### config.mk
export PLATFORM = sky130hd
export DESIGN_NAME = light_proximity_interrupt_logic
export DESIGN_NICKNAME = d
export VERILOG_FILES = /design/src/common/sensor_pkg.sv /design/src/core/light_proximity_interrupt_logic.sv
export SDC_FILE = /design/constraint.sdc
export NUM_CORES = 1
export LEC_CHECK = 0
export BUFFER_PORTS_ARGS = -buffer_cell sky130_fd_sc_hd__buf_2
export CAP_MARGIN = 10
export CORE_UTILIZATION = 28
export CTS_CLUSTER_SIZE = 10
export DETAILED_ROUTE_END_ITERATION = 10
export GPL_TIMING_DRIVEN = 0
export HOLD_SLACK_MARGIN = 0.1
export MAX_ROUTING_LAYER = met4
export PLACE_DENSITY = 0.42
export SLEW_MARGIN = 0
export SYNTH_ARGS = -nofsm -noshare
export SYNTH_HDL_FRONTEND = slang
export SYNTH_SLANG_ARGS = --single-unit
export TNS_END_PERCENT = 20
### constraint.sdc
create_clock -name aclk -period 2.9 [get_ports aclk]
set_input_delay 0.29 -clock aclk [delete_from_list [all_inputs] [get_ports aclk]]
set_output_delay 0.29 -clock aclk [all_outputs]
set_load 0.01 [all_outputs]
### src/common/sensor_pkg.sv
package sensor_pkg;

  // ==========================================================================
  // Register map (byte addresses on the AXI4-Lite slave).
  // ==========================================================================
  localparam logic [7:0] CTRL_ADDR      = 8'h00; // Enables, persistence, combined mode.
  localparam logic [7:0] ALS_LO_ADDR    = 8'h04; // Ambient window lower limit.
  localparam logic [7:0] ALS_HI_ADDR    = 8'h08; // Ambient window upper limit.
  localparam logic [7:0] PROX_THR_ADDR  = 8'h0c; // Proximity threshold.
  localparam logic [7:0] STATUS_ADDR    = 8'h10; // Flags; write one to clear.
  localparam logic [7:0] ALS_DATA_ADDR  = 8'h14; // Last ambient result.
  localparam logic [7:0] PROX_DATA_ADDR = 8'h18; // Last proximity result.

  // ==========================================================================
  // Field positions.
  // ==========================================================================
  localparam int CTRL_AMBIENT_CHANNEL_ENABLE_BIT  = 0;
  localparam int CTRL_PROX_EN_BIT = 1;
  localparam int CTRL_COMB_BIT    = 2;
  localparam int CTRL_PERS_LSB    = 4;
  localparam int ST_ALS_BIT       = 0;
  localparam int ST_PROX_BIT      = 1;
  localparam int ST_PDOWN_BIT     = 2;

  // ==========================================================================
  // Widths and reset values.
  // ==========================================================================
  localparam int ALS_W  = 12;
  localparam int PROX_W = 8;
  localparam logic [11:0] ALS_LO_RST   = 12'h000;
  localparam logic [11:0] ALS_HI_RST   = 12'hfff;
  localparam logic [7:0]  PROX_THR_RST = 8'hff;

  // Persistence selector codes: 1, 4, 8 or 16 consecutive hits.
  typedef enum logic [1:0] {
    PERS_1  = 2'b00,
    PERS_4  = 2'b01,
    PERS_8  = 2'b10,
    PERS_16 = 2'b11
  } pers_t;

  // ==========================================================================
  // Timing.
  // ==========================================================================
  localparam longint CLK_HZ          = 50000000;
  localparam longint ALS_PERIOD_MS   = 100;
  localparam longint PROX_CONV_US    = 547;
  localparam longint LED_ON_US       = 100;
  localparam longint PROX_PERIOD_MS  = 800;
  localparam longint ALS_PERIOD_CYC  = ALS_PERIOD_MS * CLK_HZ / 1000;
  localparam longint PROX_CONV_CYC   = PROX_CONV_US * CLK_HZ / 1000000;
  localparam longint LED_ON_CYC      = LED_ON_US * CLK_HZ / 1000000;
  localparam longint PROX_PERIOD_CYC = PROX_PERIOD_MS * CLK_HZ / 1000;

endpackage

### src/core/light_proximity_interrupt_logic.sv
// The AXI4-Lite slave port and the placing of the registers were left to the implementer.
module light_proximity_interrupt_logic
  import sensor_pkg::*;
#(
  parameter longint ALS_CYC   = ALS_PERIOD_CYC,
  parameter longint PCONV_CYC = PROX_CONV_CYC,
  parameter longint LED_CYC   = LED_ON_CYC,
  parameter longint PPER_CYC  = PROX_PERIOD_CYC
) (
  input  wire logic              aclk,
  input  wire logic              aresetn,
  input  wire logic [7:0]        s_axi_awaddr,
  input  wire logic              s_axi_awvalid,
  output logic                   s_axi_awready,
  input  wire logic [31:0]       s_axi_wdata,
  input  wire logic [3:0]        s_axi_wstrb,
  input  wire logic              s_axi_wvalid,
  output logic                   s_axi_wready,
  output logic [1:0]             s_axi_bresp,
  output logic                   s_axi_bvalid,
  input  wire logic              s_axi_bready,
  input  wire logic [7:0]        s_axi_araddr,
  input  wire logic              s_axi_arvalid,
  output logic                   s_axi_arready,
  output logic [31:0]            s_axi_rdata,
  output logic [1:0]             s_axi_rresp,
  output logic                   s_axi_rvalid,
  input  wire logic              s_axi_rready,
  input  wire logic [ALS_W-1:0]  ambient_adc_code,
  input  wire logic [PROX_W-1:0] prox_adc_code,
  output logic                   ambient_channel_active,
  output logic                   emitter_driver_sink,
  output logic                   irq_n_o,
  output logic                   irq_n_oe
);

  // ==========================================================================
  // Helpers.
  // ==========================================================================
  // Number of consecutive hits that the persistence code demands.
  function automatic logic [4:0] pers_count(input logic [1:0] code);
    unique case (pers_t'(code))
      PERS_1:  pers_count = 5'd1;
      PERS_4:  pers_count = 5'd4;
      PERS_8:  pers_count = 5'd8;
      PERS_16: pers_count = 5'd16;
    endcase
  endfunction

  // Byte-lane merge for a 32-bit register write.
  function automatic logic [31:0] merge(input logic [31:0] old, input logic [31:0] nw,
                                        input logic [3:0] strb);
    for (int i = 0; i < 4; i++) begin
      merge[i*8 +: 8] = strb[i] ? nw[i*8 +: 8] : old[i*8 +: 8];
    end
  endfunction

  // ==========================================================================
  // Input synchronisers (converter codes arrive from the analog domain).
  // ==========================================================================
  logic [ALS_W-1:0]  als_s1_reg, als_s2_reg;   // Ambient code sync stages.
  logic [PROX_W-1:0] prox_s1_reg, prox_s2_reg; // Proximity code sync stages.

  // Two flops on each converter code input; only the second stage is read.
  always_ff @(posedge aclk) begin
    als_s1_reg  <= ambient_adc_code;
    als_s2_reg  <= als_s1_reg;
    prox_s1_reg <= prox_adc_code;
    prox_s2_reg <= prox_s1_reg;
  end

  // ==========================================================================
  // Registers.
  // ==========================================================================
  logic [31:0]       ctrl_reg;      // Control word.
  logic [ALS_W-1:0]  als_lo_reg;    // Window lower limit.
  logic [ALS_W-1:0]  als_hi_reg;    // Window upper limit.
  logic [PROX_W-1:0] prox_thr_reg;  // Proximity threshold.
  logic [ALS_W-1:0]  als_data_reg;  // Latest ambient result.
  logic [PROX_W-1:0] prox_data_reg; // Latest proximity result.
  logic              als_flag_reg;  // Sticky ambient event flag.
  logic              prox_flag_reg; // Sticky proximity event flag.

  logic ambient_channel_enable, prox_en, comb_mode, powered_down;
  assign ambient_channel_enable       = ctrl_reg[CTRL_AMBIENT_CHANNEL_ENABLE_BIT];
  assign prox_en      = ctrl_reg[CTRL_PROX_EN_BIT];
  assign comb_mode    = ctrl_reg[CTRL_COMB_BIT];
  assign powered_down = !ambient_channel_enable && !prox_en;

  // ==========================================================================
  // AXI4-Lite write channel: address and data taken in either order.
  // ==========================================================================
  logic       aw_have_reg, w_have_reg;
  logic [7:0] aw_addr_reg;
  logic [31:0] w_data_reg;
  logic [3:0] w_strb_reg;
  logic       wr_fire;

  assign s_axi_awready = !aw_have_reg && !s_axi_bvalid;
  assign s_axi_wready  = !w_have_reg && !s_axi_bvalid;
  assign wr_fire       = aw_have_reg && w_have_reg && !s_axi_bvalid;
  assign s_axi_bresp   = 2'b00;

  // Capture address and data, then answer once both are held.
  always_ff @(posedge aclk) begin
    if (!aresetn) begin
      aw_have_reg  <= 1'b0;
      w_have_reg   <= 1'b0;
      aw_addr_reg  <= 8'h00;
      w_data_reg   <= 32'h0000_0000;
      w_strb_reg   <= 4'h0;
      s_axi_bvalid <= 1'b0;
    end else begin
      if (s_axi_awvalid && s_axi_awready) begin
        aw_have_reg <= 1'b1;
        aw_addr_reg <= s_axi_awaddr;
      end
      if (s_axi_wvalid && s_axi_wready) begin
        w_have_reg <= 1'b1;
        w_data_reg <= s_axi_wdata;
        w_strb_reg <= s_axi_wstrb;
      end
      if (wr_fire) begin
        aw_have_reg  <= 1'b0;
        w_have_reg   <= 1'b0;
        s_axi_bvalid <= 1'b1;
      end else if (s_axi_bvalid && s_axi_bready) begin
        s_axi_bvalid <= 1'b0;
      end
    end
  end

  // Configuration writes; unmapped addresses are accepted and ignored.
  always_ff @(posedge aclk) begin
    if (!aresetn) begin
      ctrl_reg     <= 32'h0000_0000;
      als_lo_reg   <= ALS_LO_RST;
      als_hi_reg   <= ALS_HI_RST;
      prox_thr_reg <= PROX_THR_RST;
    end else if (wr_fire) begin
      unique case (aw_addr_reg)
        CTRL_ADDR:     ctrl_reg <= merge(ctrl_reg, w_data_reg, w_strb_reg) & 32'h0000_0037;
        ALS_LO_ADDR:   als_lo_reg <= 12'(merge({20'h0, als_lo_reg}, w_data_reg, w_strb_reg));
        ALS_HI_ADDR:   als_hi_reg <= 12'(merge({20'h0, als_hi_reg}, w_data_reg, w_strb_reg));
        PROX_THR_ADDR: prox_thr_reg <= 8'(merge({24'h0, prox_thr_reg}, w_data_reg, w_strb_reg));
        default: begin
        end
      endcase
    end
  end

  // ==========================================================================
  // AXI4-Lite read channel.
  // ==========================================================================
  assign s_axi_arready = !s_axi_rvalid;
  assign s_axi_rresp   = 2'b00;

  // Read data registered one cycle after the address is taken.
  always_ff @(posedge aclk) begin
    if (!aresetn) begin
      s_axi_rvalid <= 1'b0;
      s_axi_rdata  <= 32'h0000_0000;
    end else if (s_axi_arvalid && s_axi_arready) begin
      s_axi_rvalid <= 1'b1;
      unique case (s_axi_araddr)
        CTRL_ADDR:      s_axi_rdata <= ctrl_reg;
        ALS_LO_ADDR:    s_axi_rdata <= {20'h0, als_lo_reg};
        ALS_HI_ADDR:    s_axi_rdata <= {20'h0, als_hi_reg};
        PROX_THR_ADDR:  s_axi_rdata <= {24'h0, prox_thr_reg};
        STATUS_ADDR:    s_axi_rdata <= {29'h0, powered_down, prox_flag_reg, als_flag_reg};
        ALS_DATA_ADDR:  s_axi_rdata <= {20'h0, als_data_reg};
        PROX_DATA_ADDR: s_axi_rdata <= {24'h0, prox_data_reg};
        default:        s_axi_rdata <= 32'h0000_0000;
      endcase
    end else if (s_axi_rready) begin
      s_axi_rvalid <= 1'b0;
    end
  end

  // ==========================================================================
  // Ambient channel sequencer.
  // ==========================================================================
  logic [31:0] als_cnt_reg; // Cycles into the current ambient sample period.
  logic        als_done;    // Pulse: an ambient result completes.

  assign als_done               = ambient_channel_enable && (als_cnt_reg == 32'(ALS_CYC - 1));
  assign ambient_channel_active = ambient_channel_enable;

  // Free-running sample period while enabled; restarts when disabled.
  always_ff @(posedge aclk) begin
    if (!aresetn || !ambient_channel_enable || als_done) begin
      als_cnt_reg <= 32'h0000_0000;
    end else begin
      als_cnt_reg <= als_cnt_reg + 32'h0000_0001;
    end
  end

  // ==========================================================================
  // Proximity channel sequencer, independent of the ambient one.
  // ==========================================================================
  logic [31:0] prox_cnt_reg; // Cycles into the current proximity period.
  logic        prox_done;    // Pulse: a proximity result completes.

  assign prox_done = prox_en && (prox_cnt_reg == 32'(PCONV_CYC - 1));

  // Period restarts on its own; the ambient counter never stalls it.
  always_ff @(posedge aclk) begin
    if (!aresetn || !prox_en || prox_cnt_reg == 32'(PPER_CYC - 1)) begin
      prox_cnt_reg <= 32'h0000_0000;
    end else begin
      prox_cnt_reg <= prox_cnt_reg + 32'h0000_0001;
    end
  end

  // Emitter is lit for the first part of each conversion only.
  always_ff @(posedge aclk) begin
    if (!aresetn) begin
      emitter_driver_sink <= 1'b0;
    end else begin
      emitter_driver_sink <= prox_en && (prox_cnt_reg < 32'(LED_CYC - 1));
    end
  end

  // ==========================================================================
  // Result capture and trigger evaluation.
  // ==========================================================================
  logic als_hit, prox_hit;
  assign als_hit  = (als_s2_reg < als_lo_reg) || (als_s2_reg > als_hi_reg);
  assign prox_hit = prox_s2_reg > prox_thr_reg;

  // Latch each completed result.
  always_ff @(posedge aclk) begin
    if (!aresetn) begin
      als_data_reg  <= '0;
      prox_data_reg <= '0;
    end else begin
      if (als_done) als_data_reg <= als_s2_reg;
      if (prox_done) prox_data_reg <= prox_s2_reg;
    end
  end

  // Latest trigger state of each channel, used by combined mode.
  logic als_trig_reg, prox_trig_reg;
  always_ff @(posedge aclk) begin
    if (!aresetn || !ambient_channel_enable) als_trig_reg <= 1'b0;
    else if (als_done) als_trig_reg <= als_hit;
  end
  always_ff @(posedge aclk) begin
    if (!aresetn || !prox_en) prox_trig_reg <= 1'b0;
    else if (prox_done) prox_trig_reg <= prox_hit;
  end

  // ==========================================================================
  // Persistence filters.
  // ==========================================================================
  logic [4:0] als_run_reg, prox_run_reg; // Consecutive-hit counters.
  logic [4:0] need;
  logic       comb_eval;                 // Combined mode evaluates on ambient or proximity results.
  logic       als_step, prox_step;
  assign need      = pers_count(ctrl_reg[CTRL_PERS_LSB +: 2]);
  assign comb_eval = comb_mode && (als_done || prox_done);
  assign als_step  = comb_mode ? comb_eval : als_done;
  assign prox_step = !comb_mode && prox_done;

  // Ambient (or combined) run counter; a miss restarts the run.
  always_ff @(posedge aclk) begin
    if (!aresetn || powered_down) begin
      als_run_reg <= 5'd0;
    end else if (als_step) begin
      if (comb_mode ? ((als_done ? als_hit : als_trig_reg) &&
                       (prox_done ? prox_hit : prox_trig_reg))
                    : als_hit) begin
        als_run_reg <= (als_run_reg >= need) ? need : als_run_reg + 5'd1;
      end else begin
        als_run_reg <= 5'd0;
      end
    end
  end

  // Proximity run counter in independent mode.
  always_ff @(posedge aclk) begin
    if (!aresetn || powered_down || comb_mode) begin
      prox_run_reg <= 5'd0;
    end else if (prox_step) begin
      prox_run_reg <= prox_hit ? ((prox_run_reg >= need) ? need : prox_run_reg + 5'd1)
                               : 5'd0;
    end
  end

  logic als_fire, prox_fire;
  assign als_fire  = als_step && (als_run_reg + 5'd1 == need) &&
                     (comb_mode ? ((als_done ? als_hit : als_trig_reg) &&
                                   (prox_done ? prox_hit : prox_trig_reg)) : als_hit);
  assign prox_fire = prox_step && prox_hit && (prox_run_reg + 5'd1 == need);

  // ==========================================================================
  // Sticky flags: a new event wins over a same-cycle clear.
  // ==========================================================================
  logic st_wr;
  assign st_wr = wr_fire && (aw_addr_reg == STATUS_ADDR) && w_strb_reg[0];

  always_ff @(posedge aclk) begin
    if (!aresetn) begin
      als_flag_reg  <= 1'b0;
      prox_flag_reg <= 1'b0;
    end else begin
      if (als_fire) als_flag_reg <= 1'b1;
      else if (st_wr && w_data_reg[ST_ALS_BIT]) als_flag_reg <= 1'b0;
      if (prox_fire || (als_fire && comb_mode)) prox_flag_reg <= 1'b1;
      else if (st_wr && w_data_reg[ST_PROX_BIT]) prox_flag_reg <= 1'b0;
    end
  end

  // Open-drain pin: output held low, enable low pulls the line.
  assign irq_n_o  = 1'b0;
  always_ff @(posedge aclk) begin
    if (!aresetn) irq_n_oe <= 1'b1;
    else irq_n_oe <= !(als_flag_reg || prox_flag_reg);
  end

endmodule
==> results of run 1 <==
per-layer routing:
layer  share of wire (%)  up-vias  routed length [um]
met1                  50     3608               13410
met2                  44      163               11860
met5                   0        -                   0
met3                 3.8       37                1011
li1                    -     4107                   -
met4                 2.2        0                 594
stage by stage:
stage	setup WS (ns)	hold slack (ns)	std cells	cell area, um^2
CTS	0.03643	0.1168	1735	12060
global placement	-0.4865	0.3132	1646	10750
floorplan	0.3331	0.3096	1122	9808
finish	0.1108	0.1305	1735	12080
global route	-0.04006	0.1300	1734	12070
detailed placement	-0.4670	0.3128	1647	10760
where the power goes:
group          switching [mW]  internal (mW)  total (mW)
clock                    1.22           1.93        3.15
sequential             0.0496           3.01        3.06
combinational           0.155          0.162       0.317
total                    1.42           5.10        6.53
logic make-up after synthesis:
group           after synthesis  share of synthesized area (%)
mux                          49                          5.060
buf+inv                     109                          5.253
xor+xnor                     61                          5.498
other cells                   1                        0.03859
flops                       215                          44.29
simple gates                457                          23.01
compound gates              162                          11.19
fa+ha+maj                    44                          5.665
final timing paths:
check | start | to | slack (ns)
worst max register to register | als_lo_reg[2] | als_run_reg[2] | 0.11
worst max-delay path | als_lo_reg[2] | als_run_reg[2] | 0.11
worst min register to register | als_s1_reg[7] | als_s2_reg[7] | 0.32
worst min-delay path | s_axi_awvalid | aw_have_reg | 0.13
cells in the final DEF (no fill, tap or decap), types with 27 or more instances in the layout:
cell type,instances
o21ai_0,27
nand3_1,40
nor2_1,101
a21boi_0,36
mux2i_1,48
ha_1,44
dlygate4sd3_1,45
buf_2,77
nor2b_1,39
xor2_1,38
clkbuf_1,40
a21oi_1,39
inv_1,46
clkbuf_16,27
dfxtp_1,215
nand2_1,151
timing repair:
action,4_1_cts,5_1_grt
gates cloned,0,0
resized for setup,5,8
setup endpoints to repair,17,38
hold endpoints to repair,44,0
setup buffers,0,0
hold buffers,45,0
synth_stat cells (3+ instances only):
cell and n:
or2_2 3, a31oi_1 7, xor2_1 38, inv_1 46, and2_1 7, o21ai_0 27
or3_1 8, nor3b_1 4, a22oi_1 18, or4_1 5, buf_4 25, nand2b_1 8
nor2b_1 39, and4_1 6, a222oi_1 10, dfxtp_1 215, a21oi_1 41, nand4b_1 3
nand2_1 151, nor4_1 19, ha_1 44, nand3_1 40, xnor2_1 23, a21boi_0 36
nor2_1 101, nand4_1 13, and3_1 18, nor4b_1 6, mux2i_1 48, nor3_1 17
clkbuf_1 35
final cells by class:
cell class | instances | area (um^2)
Fill cell | 3513 | 21790
Multi-Input combinational cell | 798 | 5032
Sequential cell | 215 | 4304
Timing Repair Buffer | 122 | 842.1
Clock buffer | 42 | 792.0
Tap cell | 448 | 560.5
Buffer | 62 | 339.1
Inverter | 46 | 172.7
Clock inverter | 1 | 30.03
Antenna cell | 1 | 2.502
worst max-delay path, delay by kind of cell, from the launching register on:
kind                     cells  cell delay [ns]
AO/OA/AOI/OAI                5             1.23
AND/OR/NAND/NOR              3             0.72
flip-flops                   1             0.40
adder cells (fa/ha/maj)      1             0.29
buffers and inverters        1             0.07
==> summary.txt, run 1 <==
Timing
  – Hold Vio Cnt, Final: 0
  – Final period util: 96.18%
  – Count of pins over their slew limit: 0
  – Setup TNS: 0 ns
  – Worst Max-Slew Pin Slew: 1.023 ns
  – RSZ-0062 raised after global routing: yes
  – Clock skew: 0.01575 ns
  – Final setup vio count: 0
  – F_max: 358.5 MHz
  – Max_slew headroom: 31.29%
  – Crit path time final: 2.789 ns

Global route
  – Grt ovf: 0
  – First-pass GRT wire length: 41.63 mm
  – Most Crowded Layer GR: met2
  – Largest net degree at the start of global routing: 13
  – M3 GR Usage: 1.956%
  – Vias in the first global route: 7393
  – Antenna violations before repair: 0
  – GRT Overall Usage: 15.36%
  – GR Util met1: 20.72%
  – Grt met2 use: 24.27%

Die
  – Die Height: 188.3 um
  – Die Area: 35460 um^2
  – Placement Rows: 67
  – Initial Util: 28.69%
  – Ports: 124
  – Die Wd: 188.3 um
  – Core region area: 33870 um^2

Drt
  – Final wirelength: 26.88 mm
  – Via count: 7915
  – Drt first pass iters: 8
  – DRC: 0
  – Avg WL per Cell: 15.49 um
  – 1st-iter DRT viols: 448
  – Routed Antenna Nets: 0
  – Vias/cell: 4.562

Power and ir drop
  – Leakage: 4.755 nW
  – P per Cell Area: 540.6 nW/um^2
  – Total Power: 6.527 mW
  – Worst vdd ir: 0.3800 mV

Layout
  – Share of cells above drive strength 1: 12.05%
  – Syn-to-layout area delta: 24.26%
  – Final Core Density: 35.65%
  – Nets: 1395

Yosys
  – Register area share after synthesis: 44.29%
  – Syn Std Cell Area: 9718 um^2
  – Synth Flop Type: dfxtp_1
  – EDFF count, synth: 0
  – Most area-consuming cells after synthesis: dfxtp_1 44%, nand2_1 5.8%, ha_1 5.7%
  – Count of cell types in the netlist: 58
  – Flops & latches, synth: 215
  – Synth Instances: 1098
  – Async S/R FF share, synth: 0%
  – Leading area contributor after synthesis: dfxtp_1
  – Post-Syn Area per Cell: 8.851 um^2
  – Synth top area share: 44.29%
  – Ys Warns: 0

Place
  – PortBufs: 76
  – Hpwl dp: 19.92 mm
  – Global placer's final weighted congestion: 0.8240

Clocking
  – # clock sinks: 215
  – Worst-path clk slew: 0.06 ns
  – CTS tree: done
  – CTS buffer count: 27
  – H-tree Lvls: 1
  – Worst-Skew Late Latency: 0.52 ns
  – Clock root cell: clkbuf_16
  – Bufs on Longest Clock Path: 3

Min path
  – Hold Path Class: in2reg
  – Min-Delay Path Depth: 3

Setup path
  – Required time worst endpoint: 3.36 ns
  – CP max stage delay: 0.49 ns
  – Critical path type: reg2reg
  – Setup crit end kind: flip-flop
  – R2R depth: 10
  – CP Max Fanout: 5
  – Arr. time, crit path: 3.25 ns
  – Startpoint types: flip-flop
  – CP max stage cell: or4b_1
  – Sequence of cells on the critical path: inv_1, ha_1, a211o_1, a31oi_1, or4_1, a21oi_1, o32ai_4, a31oi_2, or4b_1, nand2_1

Job
  – Max-cap violation count: 0

Run status
  – Status: finished clean
No activity file was read; power rests on OpenSTA's default activity.
==> run 2: changes to the inputs <==
- clock period: 2.9 -> 2.6 ns (I/O delays scaled with it)
==> run 2 against run 1 <==
Against the previous run:
- the flow now finishes with violations (setup timing)
- die area unchanged
- critical path depth decreased by 3
- combinational power increased by 13%
- worst hold slack improved by 0.023 ns
- via count increased by 0.68%
- maximum frequency increased by 5.7%
- clock skew about the same
- first-iteration DRC count decreased by 9.6%
- worst setup slack got worse by 0.15 ns
- utilization increased by 0.35 points
- count of clock-buffer cells in the layout unchanged
- critical endpoint unchanged
- largest cell class unchanged
- largest power group unchanged
==> summary.txt, run 2 (synthesis gave the netlist of run 1 again) <==
Drt
  – Avg WL per Cell: 15.47 um
  – Routed Antenna Nets: 0
  – Vias/cell: 4.590
  – DRC: 0
  – Final wirelength: 26.86 mm
  – 1st-iter DRT viols: 405
  – Drt first pass iters: 5
  – Via count: 7969

Timing
  – F_max: 379.1 MHz
  – Final setup vio count: 1
  – Worst Max-Slew Pin Slew: 0.9908 ns
  – Hold Vio Cnt, Final: 0
  – RSZ-0062 raised after global routing: yes
  – Crit path time final: 2.638 ns
  – Final period util: 101.4%
  – WHS: 0.1533 ns
  – Clock skew: 0.01557 ns
  – Max_slew headroom: 33.44%
  – Final WS setup: -0.03754 ns
  – Count of pins over their slew limit: 0

Layout
  – Syn-to-layout area delta: 25.47%
  – Commonest non-fill, non-tap cell in the layout: dfxtp_1
  – Fillers: 3511
  – Share of cells above drive strength 1: 13.60%
  – Register area: 4313 um^2
  – Area of the multi-input gates: 5117 um^2
  – Leading cell types in the layout, fill and taps excluded: 210 x dfxtp_1, 150 x nand2_1, 100 x nor2_1, 77 x buf_2, 47 x mux2i_1
  – Final Core Density: 36.00%
  – Final instance area: 12190 um^2
  – Nets: 1396

Job
  – Max-cap violation count: 0

Clocking
  – CTS buffer count: 27
  – Clock root cell: clkbuf_16
  – Bufs on Longest Clock Path: 3
  – Worst-path clk slew: 0.06 ns
  – # clock sinks: 215
  – H-tree Lvls: 1
  – Worst-Skew Late Latency: 0.52 ns
  – CTS tree: done

Setup path
  – Worst flop-to-flop path endpoint: als_run_reg[2]
  – Arr. time, crit path: 3.10 ns
  – FF-to-FF setup slack: -0.04 ns
  – Setup crit end kind: flip-flop
  – R2R depth: 7
  – CP Max Fanout: 6
  – Reg2reg start: als_cnt_reg[21]
  – Critical path type: reg2reg
  – Required time worst endpoint: 3.06 ns
  – Startpoint types: flip-flop

Die
  – Placement Rows: 67
  – Die Area: 35460 um^2
  – Die Height: 188.3 um
  – Initial Util: 28.69%
  – Core region area: 33870 um^2
  – Die Wd: 188.3 um
  – Ports: 124

Power and ir drop
  – P per Cell Area: 597.2 nW/um^2
  – Leakage: 4.822 nW
  – Worst vdd ir: 0.4253 mV

Min path
  – Min-Delay Path Depth: 3
  – Worst hold path startpoint: aresetn
  – Hold Path Class: in2reg
  – Hold endpoint: prox_trig_reg

Global route
  – Antenna violations before repair: 0
  – Largest net degree at the start of global routing: 13
  – GRT Overall Usage: 15.36%
  – First-pass GRT wire length: 41.67 mm
  – Grt ovf: 0
  – Vias in the first global route: 7420

Place
  – Hpwl dp: 19.92 mm
  – Global placer's final weighted congestion: 0.8240
  – DP Area: 10760 um^2
  – PortBufs: 76
  – Pre-CTS WS: -0.7670 ns

Run status
  – Failing checks: setup timing
  – Status: finished, violations left
[run 2: where the power goes]
part / switching, mW / internal [mW]
sequential: 0.0551 / 3.36
combinational: 0.175 / 0.183
clock: 1.36 / 2.15
[run 2: timing repair]
| action | 4_1_cts | 5_1_grt |
|---|---|---|
| hold buffers | 46 | 0 |
| hold endpoints to repair | 45 | 0 |
| gates resized for setup | 21 | 18 |
| setup buffers | 2 | 1 |
| endpoints found under the setup margin | 53 | 38 |
| pin swaps | 2 | 3 |
[run 2: metrics by stage]
step / power [mW] / cells / setup TNS [ns]
floorplan: 3.647 / 1122 / 0
global placement: 3.784 / 1646 / -17.06
detailed placement: 3.785 / 1647 / -15.07
CTS: 7.401 / 1736 / -0.07402
global route: 7.582 / 1735 / -0.1640
finish: 7.281 / 1736 / -0.03754
[run 2: per-layer routing]
| layer | track usage (%) | up-vias | share of wire, % |
|---|---|---|---|
| li1 | - | 4106 | - |
| met5 | - | - | 0 |
| met3 | 1.956 | 39 | 3.9 |
| met1 | 20.68 | 3652 | 50 |
| met2 | 24.30 | 172 | 44 |
| met4 | 3.846 | 0 | 2.3 |
[run 2: area by class of cell]
type / instances / share of cell area (%)
Clock inverter: 1 / 0.2463
Timing Repair Buffer: 126 / 7.173
Buffer: 59 / 2.709
Tap cell: 448 / 4.597
Sequential cell: 215 / 35.37
Multi-Input combinational cell: 798 / 41.97
Antenna cell: 1 / 0.02052
Inverter: 46 / 1.416
Clock buffer: 42 / 6.496
[run 2: worst max path at each step]
stage / startpoint / to / cells after the start
floorplan: als_cnt_reg[21] / als_run_reg[2] / 8
global placement: als_lo_reg[2] / als_run_reg[2] / 10
CTS: als_cnt_reg[21] / als_run_reg[2] / 8
global route: als_lo_reg[2] / als_run_reg[2] / 10
finish: als_cnt_reg[21] / als_run_reg[2] / 7
detailed placement: als_lo_reg[2] / als_run_reg[2] / 10
[run 2: critical path, stage by stage (launching register included)]
cell and delay [ns]:
dfxtp_2 0.34, or4b_1 0.52, or4_4 0.42, or4_4 0.51, nor2_4 0.15, a31oi_4 0.09
or4b_1 0.47, nand2_1 0.07
